File: src/pkg/mpscc_pkg.sv
// Constants, types and register map of the MII collision and carrier block
package mpscc_pkg;
  // Clock rates in kHz, core clock period in ps
  localparam int CORE_KHZ = 200000;
  localparam int FAST_KHZ = 25000;
  localparam int SLOW_KHZ = 2500;
  localparam int CORE_PS = 5000;
  localparam logic [5:0] FAST_HALF = 6'(CORE_KHZ / (2 * FAST_KHZ));
  localparam logic [5:0] SLOW_HALF = 6'(CORE_KHZ / (2 * SLOW_KHZ));
  // Times in ns or in 10 Mb/s bit times, with their core cycle counts
  localparam int BIT10_NS = 100;
  localparam int QUAL_BITS = 7;
  localparam int HB_DELAY_NS = 1000;
  localparam int HB_LEN_BITS = 10;
  localparam int BIT10_CYC = (BIT10_NS * 1000) / CORE_PS;
  localparam logic [7:0] QUAL_CYC = 8'(QUAL_BITS * BIT10_CYC);
  localparam logic [7:0] HB_WAIT_CYC = 8'((HB_DELAY_NS * 1000) / CORE_PS);
  localparam logic [7:0] HB_LEN_CYC = 8'(HB_LEN_BITS * BIT10_CYC);
  localparam logic [1:0] STRAP_TAKE = 2'h2;
  // Register map
  localparam logic [7:0] REG_CTRL = 8'h00;
  localparam logic [7:0] REG_STAT = 8'h04;
  localparam int CTRL_W = 6;
  localparam int CTRL_SPEED = 0;
  localparam int CTRL_FULL = 1;
  localparam int CTRL_HB = 2;
  localparam int CTRL_OVR = 3;
  localparam int CTRL_MODE = 4;
  localparam logic [CTRL_W-1:0] CTRL_RST = 6'h01;
  localparam int STAT_CRS = 0;
  localparam int STAT_COL = 1;
  localparam int STAT_MODE = 2;
  localparam int STAT_STRAP = 4;
  // MAC interface modes
  localparam logic [1:0] MODE_MII = 2'h0;
  localparam logic [1:0] MODE_RMII = 2'h1;
  localparam logic [1:0] MODE_SINGLE_CLOCK_NIBBLE = 2'h2;

  typedef struct packed {
    logic [3:0] nib;
    logic dv;
    logic er;
  } mpscc_rx_s;

  typedef struct packed {
    logic [3:0] nib;
    logic en;
  } mpscc_tx_s;

  typedef enum logic [1:0] {Z_NONE, Z_ZERO, Z_GAP} mpscc_zero_e;
  typedef enum logic [1:0] {HB_IDLE, HB_WAIT, HB_PULSE} mpscc_hb_e;
endpackage

File: src/logic/mpscc_sync.sv
// Two flip-flop synchroniser for pin inputs
`timescale 1ns/10ps
module mpscc_sync #(
  parameter int W = 1
) (
  // Clock and reset
  input wire logic clk,
  input wire logic rst,
  // Data
  input wire logic [W-1:0] d,
  output logic [W-1:0] q
);
  logic [W-1:0] meta_q;

  always_ff @(posedge clk or posedge rst) begin
    if (rst) begin
      meta_q <= '0;
      q <= '0;
    end else begin
      meta_q <= d;
      q <= meta_q;
    end
  end
endmodule

File: src/logic/mpscc_mii_top.sv
// PHY-side MII data interface with collision and carrier sense
`timescale 1ns/10ps
module mpscc_mii_top (
  // Clock and reset
  input wire logic core_clk,
  input wire logic rst,
  // Register port
  input wire logic [7:0] reg_addr,
  input wire logic [31:0] reg_wdata,
  input wire logic reg_wr,
  input wire logic reg_rd,
  output logic [31:0] reg_rdata,
  // MII pins toward the MAC
  output logic rx_clk,
  output mpscc_pkg::mpscc_rx_s mii_rx,
  output logic tx_clk,
  input wire logic [3:0] txd,
  input wire logic tx_en,
  output logic crs,
  output logic col,
  // Mode strap pins
  input wire logic [1:0] mode_strap,
  // Line-side receive path
  input wire mpscc_pkg::mpscc_rx_s line_rx,
  input wire logic line_rx_act,
  input wire logic line_eop,
  input wire logic squelch_ok,
  input wire logic link_valid_detect,
  input wire logic line_bit_stb,
  input wire logic line_bit,
  // Line-side transmit path and mode
  output mpscc_pkg::mpscc_tx_s line_tx,
  output logic [1:0] mac_mode
);
  logic [mpscc_pkg::CTRL_W-1:0] ctrl_q;
  logic [31:0] rdata_q;
  logic [5:0] div_q;
  logic [5:0] half_m1;
  logic mclk_q;
  logic toggle;
  logic rise_ev;
  logic fall_ev;
  logic [6:0] sync_q;
  logic [3:0] txd_s;
  logic tx_en_s;
  logic [1:0] strap_s;
  mpscc_pkg::mpscc_tx_s tx_q;
  mpscc_pkg::mpscc_rx_s rx_q;
  logic tx_en_q;
  logic tx_prev_q;
  logic speed_100;
  logic full_dup;
  logic hb_en;
  mpscc_pkg::mpscc_zero_e zero_q;
  logic set_10;
  logic set_100;
  logic rx_car_q;
  logic col_cond;
  logic rx_first_q;
  logic [7:0] qual_q;
  logic qual_ok;
  mpscc_pkg::mpscc_hb_e hb_q;
  logic [7:0] hb_cnt_q;
  logic hb_ok;
  logic col_q;
  logic crs_q;
  logic [1:0] strap_cnt_q;
  logic [1:0] strap_q;
  logic strap_done_q;
  logic [1:0] mode_q;

  assign speed_100 = ctrl_q[mpscc_pkg::CTRL_SPEED];
  assign full_dup = ctrl_q[mpscc_pkg::CTRL_FULL];
  assign hb_en = ctrl_q[mpscc_pkg::CTRL_HB];

  // Register port
  always_ff @(posedge core_clk or posedge rst) begin
    if (rst) begin
      ctrl_q <= mpscc_pkg::CTRL_RST;
    end else if (reg_wr && reg_addr == mpscc_pkg::REG_CTRL) begin
      ctrl_q <= reg_wdata[mpscc_pkg::CTRL_W-1:0];
    end
  end

  always_ff @(posedge core_clk or posedge rst) begin
    if (rst) begin
      rdata_q <= 32'h0;
    end else begin
      rdata_q <= 32'h0;
      if (reg_rd && reg_addr == mpscc_pkg::REG_CTRL) begin
        rdata_q[mpscc_pkg::CTRL_W-1:0] <= ctrl_q;
      end else if (reg_rd && reg_addr == mpscc_pkg::REG_STAT) begin
        rdata_q[mpscc_pkg::STAT_CRS] <= crs_q;
        rdata_q[mpscc_pkg::STAT_COL] <= col_q;
        rdata_q[mpscc_pkg::STAT_MODE +: 2] <= mode_q;
        rdata_q[mpscc_pkg::STAT_STRAP] <= strap_done_q;
      end
    end
  end

  // MII clock divider; one clock serves both directions
  assign half_m1 = speed_100 ? mpscc_pkg::FAST_HALF - 6'h01
                             : mpscc_pkg::SLOW_HALF - 6'h01;
  assign toggle = (div_q >= half_m1);
  assign rise_ev = toggle & ~mclk_q;
  assign fall_ev = toggle & mclk_q;

  always_ff @(posedge core_clk or posedge rst) begin
    if (rst) begin
      div_q <= 6'h00;
      mclk_q <= 1'b0;
    end else if (toggle) begin
      div_q <= 6'h00;
      mclk_q <= ~mclk_q;
    end else begin
      div_q <= div_q + 6'h01;
    end
  end

  // Pins from the MAC cross into core_clk before anything reads them
  mpscc_sync #(.W(7)) u_sync (
    .clk(core_clk),
    .rst(rst),
    .d({mode_strap, tx_en, txd}),
    .q(sync_q)
  );
  assign txd_s = sync_q[3:0];
  assign tx_en_s = sync_q[4];
  assign strap_s = sync_q[6:5];

  // Transmit nibble taken at our rising edge of tx_clk
  always_ff @(posedge core_clk or posedge rst) begin
    if (rst) begin
      tx_q <= '0;
      tx_prev_q <= 1'b0;
    end else begin
      tx_prev_q <= tx_q.en;
      if (rise_ev) begin
        tx_q <= '{nib: txd_s, en: tx_en_s};
      end
    end
  end
  assign tx_en_q = tx_q.en;

  // Receive outputs change on the falling edge so the MAC sees them settled
  always_ff @(posedge core_clk or posedge rst) begin
    if (rst) begin
      rx_q <= '0;
    end else if (fall_ev) begin
      rx_q <= line_rx;
    end
  end

  // Two zeros with at least one one between them
  always_ff @(posedge core_clk or posedge rst) begin
    if (rst) begin
      zero_q <= mpscc_pkg::Z_NONE;
    end else if (!link_valid_detect || line_eop) begin
      zero_q <= mpscc_pkg::Z_NONE;
    end else if (line_bit_stb) begin
      case (zero_q)
        mpscc_pkg::Z_NONE: begin
          if (!line_bit) begin
            zero_q <= mpscc_pkg::Z_ZERO;
          end
        end
        mpscc_pkg::Z_ZERO: begin
          if (line_bit) begin
            zero_q <= mpscc_pkg::Z_GAP;
          end
        end
        mpscc_pkg::Z_GAP: begin
          if (!line_bit) begin
            zero_q <= mpscc_pkg::Z_NONE;
          end
        end
        default: begin
          zero_q <= mpscc_pkg::Z_NONE;
        end
      endcase
    end
  end

  assign set_10 = ~speed_100 & line_rx_act & squelch_ok;
  assign set_100 = speed_100 & link_valid_detect & line_bit_stb & ~line_bit
                   & (zero_q == mpscc_pkg::Z_GAP);

  // End of packet wins so the carrier cannot outlive its packet
  always_ff @(posedge core_clk or posedge rst) begin
    if (rst) begin
      rx_car_q <= 1'b0;
    end else if (line_eop || (speed_100 && !link_valid_detect)) begin
      rx_car_q <= 1'b0;
    end else if (set_10 || set_100) begin
      rx_car_q <= 1'b1;
    end
  end

  // Collision detection
  assign col_cond = ~full_dup & tx_en_q & rx_car_q;

  always_ff @(posedge core_clk or posedge rst) begin
    if (rst) begin
      rx_first_q <= 1'b0;
      qual_q <= 8'h00;
    end else if (!col_cond) begin
      rx_first_q <= rx_car_q & ~tx_en_q;
      qual_q <= 8'h00;
    end else if (qual_q != mpscc_pkg::QUAL_CYC) begin
      qual_q <= qual_q + 8'h01;
    end
  end

  // Noise filter only applies at 10 Mb/s when our transmit met a late receive
  assign qual_ok = speed_100 | rx_first_q
                   | (qual_q == mpscc_pkg::QUAL_CYC);
  assign hb_ok = hb_en & ~full_dup & ~speed_100;

  // Heartbeat after each packet at 10 Mb/s half duplex; a new packet cancels it
  always_ff @(posedge core_clk or posedge rst) begin
    if (rst) begin
      hb_q <= mpscc_pkg::HB_IDLE;
      hb_cnt_q <= 8'h00;
    end else begin
      case (hb_q)
        mpscc_pkg::HB_IDLE: begin
          hb_cnt_q <= 8'h00;
          if (tx_prev_q && !tx_en_q && hb_ok) begin
            hb_q <= mpscc_pkg::HB_WAIT;
          end
        end
        mpscc_pkg::HB_WAIT: begin
          if (tx_en_q) begin
            hb_q <= mpscc_pkg::HB_IDLE;
          end else if (hb_cnt_q == mpscc_pkg::HB_WAIT_CYC - 8'h01) begin
            hb_q <= mpscc_pkg::HB_PULSE;
            hb_cnt_q <= 8'h00;
          end else begin
            hb_cnt_q <= hb_cnt_q + 8'h01;
          end
        end
        mpscc_pkg::HB_PULSE: begin
          if (tx_en_q || hb_cnt_q == mpscc_pkg::HB_LEN_CYC - 8'h01) begin
            hb_q <= mpscc_pkg::HB_IDLE;
          end else begin
            hb_cnt_q <= hb_cnt_q + 8'h01;
          end
        end
        default: begin
          hb_q <= mpscc_pkg::HB_IDLE;
        end
      endcase
    end
  end

  always_ff @(posedge core_clk or posedge rst) begin
    if (rst) begin
      col_q <= 1'b0;
      crs_q <= 1'b0;
    end else begin
      col_q <= (col_cond & qual_ok)
               | ((hb_q == mpscc_pkg::HB_PULSE) & hb_ok);
      crs_q <= rx_car_q | (~full_dup & tx_en_q);
    end
  end

  // Strap is taken once the synchroniser holds real pin values
  always_ff @(posedge core_clk or posedge rst) begin
    if (rst) begin
      strap_cnt_q <= 2'h0;
      strap_q <= mpscc_pkg::MODE_MII;
      strap_done_q <= 1'b0;
    end else if (!strap_done_q) begin
      strap_cnt_q <= strap_cnt_q + 2'h1;
      if (strap_cnt_q == mpscc_pkg::STRAP_TAKE) begin
        strap_q <= strap_s;
        strap_done_q <= 1'b1;
      end
    end
  end

  always_ff @(posedge core_clk or posedge rst) begin
    if (rst) begin
      mode_q <= mpscc_pkg::MODE_MII;
    end else if (ctrl_q[mpscc_pkg::CTRL_OVR]) begin
      mode_q <= ctrl_q[mpscc_pkg::CTRL_MODE +: 2];
    end else begin
      mode_q <= strap_q;
    end
  end

  assign reg_rdata = rdata_q;
  assign rx_clk = mclk_q;
  assign tx_clk = mclk_q;
  assign mii_rx = rx_q;
  assign line_tx = tx_q;
  assign crs = crs_q;
  assign col = col_q;
  assign mac_mode = mode_q;

  // Speed must hold over the whole half period; a switch leaves the divider count running
  a_clk_fast_half: assert property (@(posedge core_clk) disable iff (rst)
    ($rose(mclk_q) && speed_100) ##1 speed_100[*3]
    |=> !mclk_q && $past(mclk_q) && $past(mclk_q, 2) && $past(mclk_q, 3))
    else $error("fast MII clock half period wrong");
  a_tx_rise_take: assert property (@(posedge core_clk) disable iff (rst)
    rise_ev |=> tx_q.en == $past(tx_en_s) && tx_q.nib == $past(txd_s))
    else $error("transmit not taken at rising edge");
  a_rx_fall_only: assert property (@(posedge core_clk) disable iff (rst)
    !fall_ev |=> $stable(rx_q))
    else $error("receive outputs moved off the falling edge");
  a_full_no_col: assert property (@(posedge core_clk) disable iff (rst)
    full_dup && $stable(full_dup) && hb_q == mpscc_pkg::HB_IDLE |=> !col_q)
    else $error("collision shown in full duplex");
  a_fast_col_now: assert property (@(posedge core_clk) disable iff (rst)
    col_cond && speed_100 |=> col_q)
    else $error("100 Mb/s collision not shown");
  a_rx_col_now: assert property (@(posedge core_clk) disable iff (rst)
    col_cond && rx_first_q |=> col_q)
    else $error("collision during receive delayed");
  a_slow_col_wait: assert property (@(posedge core_clk) disable iff (rst)
    $rose(col_cond) && !rx_first_q && !speed_100 && $stable(ctrl_q)
    && hb_q != mpscc_pkg::HB_PULSE |=> !col_q[*8])
    else $error("10 Mb/s transmit collision not held off");
  a_col_ends: assert property (@(posedge core_clk) disable iff (rst)
    !col_cond && hb_q != mpscc_pkg::HB_PULSE |=> !col_q)
    else $error("collision outlived its cause");
  a_hb_pulse_col: assert property (@(posedge core_clk) disable iff (rst)
    hb_q == mpscc_pkg::HB_PULSE && hb_ok |=> col_q)
    else $error("heartbeat pulse missing on col");
  a_sq_carrier: assert property (@(posedge core_clk) disable iff (rst)
    set_10 && !line_eop |=> rx_car_q ##1 crs_q)
    else $error("10 Mb/s carrier not raised");
  a_zero_carrier: assert property (@(posedge core_clk) disable iff (rst)
    set_100 && !line_eop |=> rx_car_q)
    else $error("100 Mb/s carrier not raised");
  a_half_tx_crs: assert property (@(posedge core_clk) disable iff (rst)
    !full_dup && tx_en_q |=> crs_q)
    else $error("carrier missing during transmit");
  a_full_rx_crs: assert property (@(posedge core_clk) disable iff (rst)
    full_dup && !rx_car_q |=> !crs_q)
    else $error("carrier from transmit in full duplex");
  a_eop_crs_drop: assert property (@(posedge core_clk) disable iff (rst)
    line_eop && (full_dup || !tx_en_q) && $stable(full_dup)
    |=> !rx_car_q ##1 !crs_q)
    else $error("carrier held after end of packet");
  a_mode_reg: assert property (@(posedge core_clk) disable iff (rst)
    ctrl_q[mpscc_pkg::CTRL_OVR]
    |=> mode_q == $past(ctrl_q[mpscc_pkg::CTRL_MODE +: 2]))
    else $error("register mode not applied");
endmodule

File: config.mk
export PLATFORM = sky130hd
export DESIGN_NAME = mpscc_mii_top
export DESIGN_NICKNAME = d
export VERILOG_FILES = /design/src/pkg/mpscc_pkg.sv /design/src/logic/mpscc_sync.sv /design/src/logic/mpscc_mii_top.sv
export SDC_FILE = /design/constraint.sdc
export NUM_CORES = 1
export LEC_CHECK = 0
export BUFFER_PORTS_ARGS = -buffer_cell sky130_fd_sc_hd__buf_2
export CORE_AREA = 5 5 100 102
export DETAILED_ROUTE_END_ITERATION = 10
export DIE_AREA = 0 0 105 107
export HOLD_SLACK_MARGIN = 0.15
export SLEW_MARGIN = 20
export SYNTH_ARGS = -nofsm -noshare
export SYNTH_HDL_FRONTEND = slang
export SYNTH_SLANG_ARGS = --single-unit
File: constraint.sdc
create_clock -name core_clk -period 2.84 [get_ports core_clk]
set_input_delay 0.284 -clock core_clk [delete_from_list [all_inputs] [get_ports core_clk]]
set_output_delay 0.284 -clock core_clk [all_outputs]
set_load 0.01 [all_outputs]
==> impl_results.md <==
- Largest cells by area after synthesis: dfrtp_1 53%, buf_4 6.2%, mux2_2 4.8%, ha_1 3.6%, mux2_4 2.6%
- Rel. slew slack: 0.581
- WS Path Type: reg -> reg
- Final setup fails: 0
- Total Routed Length: approximately 6.3 mm
- Non-filler cells, final: between 400 and 500
- Required time of the worst setup path: just over 3000 ps
- Worst-Margin Slew: around 630 ps
- RR Startpoint: ctrl_q[0]
- Multiplexer share of the synthesized area: 0.0877
- Register area: between 0.0015 and 0.002 sq mm
- Compound-Gate Fraction of Synth Area: 0.0867
- Min cycle time layout: about 2200 ps
- Worst reg2reg setup slack: around 640 ps
- Row cnt: 35
- Total grt overflow: 0
- CTS root buf: clkbuf_8
- Largest net degree at the start of global routing: 48
- Hold Startpoint: line_rx[3]
- Startpoint types: register
- Status: completed
- Routed Antenna Nets: 0
- Core Box Area: about 0.009 sq mm
- Design Area, Final: around 0.0042 sq mm
- Critical Path AT: between 2000 and 2500 ps
- Initial Utilization: 0.390
- Total GRT Usage: 0.117
- Ys Warns: 0
- CTS buffer count: 9
- Clk_lat worst skew: roughly 350 ps
- CTS HTree Levels: 3
- FF-to-FF End: line_tx[1]
- Clock skew: 7.11 ps
- First-pass GRT wire length: about 11 mm
- PD cells: between 700 and 800 mW/mm^2
- Crit path capture type: register
- Clk sink count: 76
- Syn-to-layout area delta: 20.1%
- WHS Path Cells: 2
- Main synth FF type: dfrtp_1
- Grt met1 use: 0.144
- Sequential area share after synthesis: 0.540
- Area of the multi-input gates: about 0.0014 sq mm
- Die Y-Extent: 107 um
- Drt wl/cell: between 10 and 15 um
- Iter 0 DRT Violations: between 60 and 70
- Die ar.: about 0.011 sq mm
- Min-Delay Endpoint: mii_rx[3]
- Final #Nets: 449
- Die width: roughly 110 um
- Fmax: between 400 and 500 MHz
- PnR worst setup slack: 644 ps
- Fin. Hold Viols: 0
- Worst VDD drop: 0.417 mV
- Residual DRC: 0
- Syn Std Cell Area: 0.00352 sq mm
- Avg Inst Size Synth: between 10 and 15 sq um
- Post-synth ARST share: 1.00
- Yosys top cell by area: dfrtp_1
- Hold WC Path Type: in -> reg
- Post-Synth Adder-Cell Area: 0.0355
- P_leak: 2.12 nW
- Vias/cell: ~4.7
- Netlist cell types: 56
- Top-count cell post-synth: dfrtp_1
- Cell depth of the worst flop-to-flop path: 5
- Post-place setup slack: just under 600 ps
- Top Ports: about 110
- M3 GR Usage: 0.0470
- Combinational family with the most area after synthesis: simple AND/OR/NAND/NOR gates
- Initial antenna violation count: 0
- M2 GR Usage: 0.190
- Vias: approximately 2300
- Final slew viol count: 0
- HPWL Detailed: roughly 4.6 mm
- MaxCap Viol Count: 0
- Post-synth top cells: 75 x dfrtp_1, 29 x buf_4, 24 x nor2_1
- Yosys reg bits: 76
- 1st-pass router iterations: 4
- Crit Path Max Fanout: 9
- Post-synth EDFFs: 0
- XOR/XNOR share of the synthesized area: 0.0274
- Final cycle utilization of the critical path: 0.773
- Synth top area share: 0.533
- Antenna Cells: 0
- Placed cell area: ~0.0038 sq mm
- Setup TNS: 0 ps
- Vias in the first global route: about 2300
- Simple-gate portion of the synthesized area: 0.137
- TritonCTS clock tree: built
- Gr busiest metal: met2
- Clk buf depth: 2
- Worst-path clk slew: approximately 80 ps
- Placed insts: 458
- Layout cells sized above 1: 0.287
- Cells after Synth: between 200 and 300
- Pwr Total: 3.04 mW
- Post-CTS Repair Setup Buffers: 0
- IO buf count: 59
- Unrepaired setup endpoints after global routing: false
- Final Wtd Congestion: about 0.75
- Fill cell count: between 800 and 900
==> final cells by class <==
class,count,area share
sequential,76,0.450
inverter,14,0.0124
timing repair buffer,78,0.117
multi-input combinational,197,0.335
tap,111,0.0328
clock buffer,11,0.0358
clock inverter,4,0.0172
==> power by group <==
part	internal, mW	switching (mW)
combinational	0.367	0.383
sequential	1.25	0.134
clock	0.536	0.370
total	2.16	0.887
==> worst max path at each step <==
stage               startpoint          to  slack, ps  cells after the start
finish               ctrl_q[0]  line_tx[1]        640                      5
global route         ctrl_q[0]  line_tx[2]        550                      5
global placement     ctrl_q[0]   mii_rx[2]        630                      5
detailed placement   ctrl_q[0]  line_tx[4]        590                      5
floorplan                  rst         col        620                      1
CTS                  ctrl_q[0]  line_tx[4]        600                      5
==> layout by cell type (no fill, tap or decap), types with 2 or more instances in the layout <==
cell type and instances:
dlygate4sd3_1 18, or3_1 3, xor2_1 7, nand4_1 4, xnor2_1 4, nor3_1 7, buf_2 59, a21o_1 2
ha_1 10, and4_1 2, bufinv_16 2, nand3_1 8, or2_2 2, and2_1 2, a211o_1 4, a22o_1 5
inv_1 13, o31ai_1 3, conb_1 26, o21ai_0 4, mux2i_1 5, nand2b_1 4, a21oi_1 4, a21boi_0 2
and3_1 7, mux2_4 6, o22ai_1 2, dfrtp_1 75, mux2_2 15, o21a_1 2, nand2_1 9, nor2_1 24
nor2b_1 3, clkbuf_8 11
==> timing repair <==
item                                   in CTS  in global routing
hold buffers                               18                  0
resized for setup                           0                  0
endpoints found under the hold margin      46                  0
==> registers in the layout, summed over array words and instances, names as in the netlist, 2 cells and up <==
signal and flops:
ctrl_q 6, div_q 6, hb_cnt_q 8, hb_q 2, line_tx 4, mac_mode 2
mii_rx 6, qual_q 8, reg_rdata 6, strap_cnt_q 2, strap_q 2, u_sync.meta_q 7
u_sync.q 7, zero_q 2
==> worst max-delay path, stage by stage (launching register included) <==
cell      delay [ps]
dfstp_2          630
ha_1             260
a2111o_1         420
a21o_4           260
nor2b_1          220
mux2_2           300
==> per-layer routing <==
metal	up-vias	part of all wire
li1	1137	-
met1	1093	0.43
met2	92	0.46
met3	8	0.098
met4	0	0.010
met5	-	0
==> logic make-up after synthesis <==
group	count (synthesis)
simple gates	85
flops	76
buf+inv	48
compound gates	39
mux	26
xor+xnor	11
fa+ha+maj	10
other cells	1
==> per-stage QoR <==
step	utilization	hold WS, ps
2_1_floorplan	-	315
3_3_place_gp	0.424	333
3_5_place_dp	0.424	336
4_1_cts	0.469	154
5_1_grt	0.469	166
6_report	0.469	176
No activity file was read; power rests on OpenSTA's default activity.
